`src/hdl/tpio_pkg.sv`:
```
// package for the test port and pin control block
package tpio_pkg;
    // ieee 1149.1 controller states
    typedef enum logic [3:0] {
        TAP_RESET, TAP_IDLE, TAP_SEL_DR, TAP_CAP_DR, TAP_SHIFT_DR, TAP_EXIT1_DR, TAP_PAUSE_DR,
        TAP_EXIT2_DR, TAP_UPD_DR, TAP_SEL_IR, TAP_CAP_IR, TAP_SHIFT_IR, TAP_EXIT1_IR,
        TAP_PAUSE_IR, TAP_EXIT2_IR, TAP_UPD_IR
    } tpio_tap_type;
    localparam int IR_WIDTH = 2;
    localparam logic [1:0] IR_RESET = 2'h1;
    localparam logic [1:0] IR_CAPTURE = 2'h1;
    localparam logic [1:0] IR_IDCODE = 2'h1;
    localparam logic [1:0] IR_BYPASS = 2'h3;
    localparam logic [31:0] IDCODE_RESET = 32'h00000001; // arbitrary value, not a real maker code
    // pins from the test controller, raw
    typedef struct packed {
        logic test_clock;
        logic test_mode_select;
        logic test_data_in;
        logic test_port_reset_n;
    } tpio_pins_type;
    typedef struct packed {
        logic test_data_out;
        logic test_data_out_oe;
    } tpio_tdo_type;
endpackage

```
`src/hdl/tpio_test_port.sv`:
```
// test access port with digital pin float and chip reset control
// What this block does
// - test reset low forces the controller to reset on the third clk_sys edge, no test clock needed
// - mode select sampled on rising test clock steps the 1149.1 states
// - data in is captured on rising test clock edges
// - data out changes on falling test clock edges
// - digital pins float while digital enable and test reset are both low
// - test reset low returns the device to normal operation
// - chip reset low drives core reset low; the test port state is not cleared
module tpio_test_port #(
    parameter logic [31:0] ID_VALUE = tpio_pkg::IDCODE_RESET
) (
    input wire logic clk_sys,
    input wire logic rstn,
    input wire logic clk_en,
    input wire logic chip_reset_n,
    input wire logic digital_pin_enable,
    input wire tpio_pkg::tpio_pins_type pins,
    output tpio_pkg::tpio_tdo_type tdo,
    output logic digital_pins_float,
    output logic test_mode_active,
    output logic core_reset_n
);
    import tpio_pkg::*;

    typedef struct packed {
        logic [1:0] clk_s, tms_s, tdi_s, trst_s, den_s, crst_s;
        logic clk_prev;
        tpio_tap_type tap;
        logic [IR_WIDTH-1:0] ir_sh, ir;
        logic [31:0] dr_sh;
        logic tdo_bit, tdo_en;
        logic test_mode;
    } tpio_state_type;

    tpio_state_type s_q, s_d;

    function automatic tpio_tap_type next_tap(input tpio_tap_type t, input logic m);
        unique case (t)
            TAP_RESET: next_tap = m ? TAP_RESET : TAP_IDLE;
            TAP_IDLE: next_tap = m ? TAP_SEL_DR : TAP_IDLE;
            TAP_SEL_DR: next_tap = m ? TAP_SEL_IR : TAP_CAP_DR;
            TAP_CAP_DR: next_tap = m ? TAP_EXIT1_DR : TAP_SHIFT_DR;
            TAP_SHIFT_DR: next_tap = m ? TAP_EXIT1_DR : TAP_SHIFT_DR;
            TAP_EXIT1_DR: next_tap = m ? TAP_UPD_DR : TAP_PAUSE_DR;
            TAP_PAUSE_DR: next_tap = m ? TAP_EXIT2_DR : TAP_PAUSE_DR;
            TAP_EXIT2_DR: next_tap = m ? TAP_UPD_DR : TAP_SHIFT_DR;
            TAP_UPD_DR: next_tap = m ? TAP_SEL_DR : TAP_IDLE;
            TAP_SEL_IR: next_tap = m ? TAP_RESET : TAP_CAP_IR;
            TAP_CAP_IR: next_tap = m ? TAP_EXIT1_IR : TAP_SHIFT_IR;
            TAP_SHIFT_IR: next_tap = m ? TAP_EXIT1_IR : TAP_SHIFT_IR;
            TAP_EXIT1_IR: next_tap = m ? TAP_UPD_IR : TAP_PAUSE_IR;
            TAP_PAUSE_IR: next_tap = m ? TAP_EXIT2_IR : TAP_PAUSE_IR;
            TAP_EXIT2_IR: next_tap = m ? TAP_UPD_IR : TAP_SHIFT_IR;
            TAP_UPD_IR: next_tap = m ? TAP_SEL_DR : TAP_IDLE;
        endcase
    endfunction

    logic rise, fall, trst_low;

    always_comb begin
        s_d = s_q;
        s_d.clk_s = {s_q.clk_s[0], pins.test_clock};
        s_d.tms_s = {s_q.tms_s[0], pins.test_mode_select};
        s_d.tdi_s = {s_q.tdi_s[0], pins.test_data_in};
        s_d.trst_s = {s_q.trst_s[0], pins.test_port_reset_n};
        s_d.den_s = {s_q.den_s[0], digital_pin_enable};
        s_d.crst_s = {s_q.crst_s[0], chip_reset_n};
        s_d.clk_prev = s_q.clk_s[1];
        rise = s_q.clk_s[1] & ~s_q.clk_prev;
        fall = ~s_q.clk_s[1] & s_q.clk_prev;
        trst_low = ~s_q.trst_s[1];
        if (trst_low) begin
            // edge-free reset; synced so the test clock is not needed
            s_d.tap = TAP_RESET;
            s_d.ir = IR_RESET;
            s_d.tdo_en = 1'b0;
            s_d.test_mode = 1'b0;
        end else begin
            s_d.test_mode = 1'b1;
            if (rise) begin
                s_d.tap = next_tap(s_q.tap, s_q.tms_s[1]);
                unique case (s_q.tap)
                    TAP_RESET: s_d.ir = IR_IDCODE;
                    TAP_CAP_IR: s_d.ir_sh = IR_CAPTURE;
                    TAP_SHIFT_IR: s_d.ir_sh = {s_q.tdi_s[1], s_q.ir_sh[IR_WIDTH-1:1]};
                    TAP_UPD_IR: s_d.ir = s_q.ir_sh;
                    TAP_CAP_DR: s_d.dr_sh = (s_q.ir == IR_IDCODE) ? ID_VALUE : 32'h00000000;
                    TAP_SHIFT_DR: begin
                        if (s_q.ir == IR_IDCODE)
                            s_d.dr_sh = {s_q.tdi_s[1], s_q.dr_sh[31:1]};
                        else
                            s_d.dr_sh[0] = s_q.tdi_s[1];
                    end
                    default: ;
                endcase
            end
            if (fall) begin
                // while test reset is high, output moves only on falling edges
                s_d.tdo_en = (s_q.tap == TAP_SHIFT_IR) || (s_q.tap == TAP_SHIFT_DR);
                s_d.tdo_bit = (s_q.tap == TAP_SHIFT_IR) ? s_q.ir_sh[0] : s_q.dr_sh[0];
            end
        end
    end

    always_ff @(posedge clk_sys) begin
        if (!rstn) begin
            s_q <= '0;
            s_q.tap <= TAP_RESET;
            s_q.ir <= IR_RESET;
            s_q.trst_s <= 2'h0;
            s_q.den_s <= 2'h3;
            s_q.crst_s <= 2'h0;
        end else if (clk_en) begin
            s_q <= s_d;
        end
    end

    assign tdo.test_data_out = s_q.tdo_bit;
    assign tdo.test_data_out_oe = s_q.tdo_en;
    assign digital_pins_float = ~s_q.den_s[1] & ~s_q.trst_s[1];
    assign test_mode_active = s_q.test_mode;
    assign core_reset_n = s_q.crst_s[1]; // holds the core in reset; the test port is not reset by it
endmodule

```
`config.mk`:
```
export PLATFORM = sky130hd
export DESIGN_NAME = tpio_test_port
export DESIGN_NICKNAME = d
export VERILOG_FILES = /design/src/hdl/tpio_pkg.sv /design/src/hdl/tpio_test_port.sv
export SDC_FILE = /design/constraint.sdc
export NUM_CORES = 1
export LEC_CHECK = 0
export BUFFER_PORTS_ARGS = -buffer_cell sky130_fd_sc_hd__buf_2
export CORE_UTILIZATION = 60
export DETAILED_ROUTE_END_ITERATION = 8
export MAX_ROUTING_LAYER = met4
export PLACE_DENSITY = 0.78
export SYNTH_ARGS = -nofsm -noshare
export SYNTH_HDL_FRONTEND = slang
export SYNTH_SLANG_ARGS = --single-unit
```
`constraint.sdc`:
```
create_clock -name clk_sys -period 1.55 [get_ports clk_sys]
set_input_delay 0.2325 -clock clk_sys [delete_from_list [all_inputs] [get_ports clk_sys]]
set_output_delay 0.2325 -clock clk_sys [all_outputs]
set_load 0.03 [all_outputs]
```
==> metrics <==
largest net degree at the start of global routing 40; FF+latch count, synth 56; Hold WC Path Type in2reg; top cells by count, synth dfxtp_1, mux2i_1, nand2_1; unrepaired setup endpoints after global routing yes; sequential share of the synthesized area 42.38%; fmax 674.8 MHz; sw power 0.5418 mW; status finished clean; Max Buffers Root-to-Sink 2; clock-pin slew on the worst setup and hold paths 0.09 ns; H-tree depth reported by CTS 2; switch share 21.47%; Yosys cell types 43; met1 Usage GRT 28.21%; initial antenna violation count 0; dominant cell type by area after synthesis dfxtp_1; met3 Use GR 4.167%; vias in the first global route 1689; Setup crit start kind flip-flop; clock share of power 37.6%; Power Dens Cells 869.3 nW/um^2; Max Cap Viol 0; GPL Wtd Cong 0.8929; Crit path required time 1.74 ns; Final Hold Fails 0; CTS root buffer clkbuf_8; multi-input logic area 1318 um^2; fin util 70.54%; r2r setup slk 0.07 ns; met2 Use GR 33.70%; cts bufs inserted 5; Residual DRC 0; dominant synthesized flop cell dfxtp_1; top cell type's share of synthesized area 42.38%; Gate power share 4.3%; total power 2.523 mW; gr usage total 21.82%; CTS tree built; CORE AREA 4115 um^2; DRT Wirelength 4719 um; share of layout cells above drive strength 1 17.88%; critical path arrival 1.67 ns; diode count 0; critical path cell sequence buf_4, nor2_8, nand3_2, a211o_4, clkbuf_16, mux2i_1; Max VDD drop 0.4921 mV; number of synthesized flops with an enable pin 0; first-pass GRT wire length 7534 um; die area 4678 um^2; Die X 68.40 um; Least-Margin Pin Slew 0.3558 ns; Sequential Area 1127 um^2; via count 1999; I/O Buffers 13; # nets final 310; fin. max-slew vios 0; Critical Path Fanout Max 15; max incr delay on CP 0.37 ns; Final ANT Viol Nets 0; total internal power 1.982 mW; sequential power share 58.1%; most common cell in the netlist dfxtp_1; 1st-iter DRT viols 184; synth warn 0; Area Growth Syn to Fin 9.744%; Post-Synthesis Cells 292; Critical-path top delay cell a211o_4; Tmin final 1.482 ns; clk_lat worst skew 0.30 ns; WL/cell 13.41 um; Tcrit/Tclk final 95.61%; Post-Route Skew 0.008769 ns; number of clock sinks 56; initial core utilization 64.27%; 1st-pass router iterations 4; dpl hpwl 2954 um; Mapped Nets 301; row cnt 23; top cells by area, synth dfxtp_1, mux2i_1, nand3_1, nand2_1, nor2_1; Fill cells 321; Synth Cell Area 2645 um^2; Leakage 1.251 nW; Finish-stage setup viols 0; Setup Crit Path Kind reg2reg; final setup TNS 0 ns; I/O pin total 14; GR Overflow Total 0; Avg Inst Size Synth 9.058 um^2; via-per-instance ratio 5.679; hold_buf cts 0; CP Capture Type flip-flop; Slew Limit Headroom 75.67%; Synth async-reset ratio 0%; height of the die 68.40 um; global routing's busiest layer met2
metrics by stage:
step           cells  setup WS, ns  area, um^2  hold slack (ns)
2_1_floorplan    292        0.1706        2645           0.3609
3_3_place_gp     341       0.07319        2714           0.4448
3_5_place_dp     341       0.05002        2714           0.4504
4_1_cts          351       0.03999        2840           0.1344
5_1_grt          352     -0.002547        2903           0.1423
6_report         352       0.06803        2903           0.1421
cell type report:
cell class / instances / share of cell area (%)
Clock buffer: 6 / 2.500
Timing Repair Buffer: 33 / 9.009
Inverter: 6 / 0.7759
Sequential cell: 56 / 38.84
Clock inverter: 2 / 1.336
Multi-Input combinational cell: 199 / 45.39
Tap cell: 50 / 2.155
state kept, by name, indices dropped and copies added, names as in the netlist:
signal	count
core_reset_n	1
s_d	7
s_q	45
tdo	2
test_mode_active	1
critical path, delay by kind of cell (launching register included):
family / cells / cell delay (ns)
compound gates: 1 / 0.37
buf+inv: 2 / 0.36
flops: 1 / 0.33
mux: 1 / 0.13
simple gates: 2 / 0.18
what timing repair did:
| action | in CTS | in global routing |
|---|---|---|
| setup buffers | 2 | 0 |
| setup endpoints to repair | 1 | 12 |
| pin swaps | 1 | 0 |
| gates resized for setup | 0 | 11 |
| cloned | 0 | 1 |
path summary, 6_finish.rpt:
kind                      start       to  depth (start not counted)
max                     s_q[40]  s_q[12]                          6
max reg2reg             s_q[40]  s_q[12]                          6
min reg2reg              s_q[7]   s_q[7]                          2
min          digital_pin_enable  s_d[47]                          3
layer usage:
metal	vias up	wire length [um]
met1	927	2239
met2	44	2231
met4	0	44
met5	-	0
li1	1024	-
met3	4	203
power groups by stage:
stage               clock (mW)  sequential [mW]  combinational, mW
detailed placement           0             1.50              0.105
global route              1.03             1.47              0.120
floorplan                    0             1.50             0.0816
CTS                      0.972             1.47              0.106
global placement             0             1.50              0.104
finish                   0.949             1.47              0.108
layout by cell type (no fill, tap or decap), types with 2 or more instances in the layout:
cell type  count
dfxtp_1       51
mux2i_1       45
nand2_1       42
nand3_1       32
nor2_1        20
buf_4         16
buf_2         13
a21oi_1       10
inv_1          6
clkbuf_8       5
dfxtp_2        5
nand2b_1       4
nor2b_1        3
nand4b_1       3
o21ai_0        3
a211oi_1       2
nor3_1         2
a31oi_1        2
nand3b_1       2
a311oi_1       2
o21a_1         2
o211ai_1       2
and3_1         2
buf_12         2
logic make-up (layout without fill, tap and decap cells):
group | Yosys count | in the layout | synth area share, %
multiplexers | 46 | 46 | 17.41
AND/OR/NAND/NOR | 119 | 119 | 22.66
AO/OA/AOI/OAI | 34 | 34 | 8.704
buffers and inverters | 37 | 47 | 8.846
flip-flops | 56 | 56 | 42.38
(Power assumes the default switching activity.)
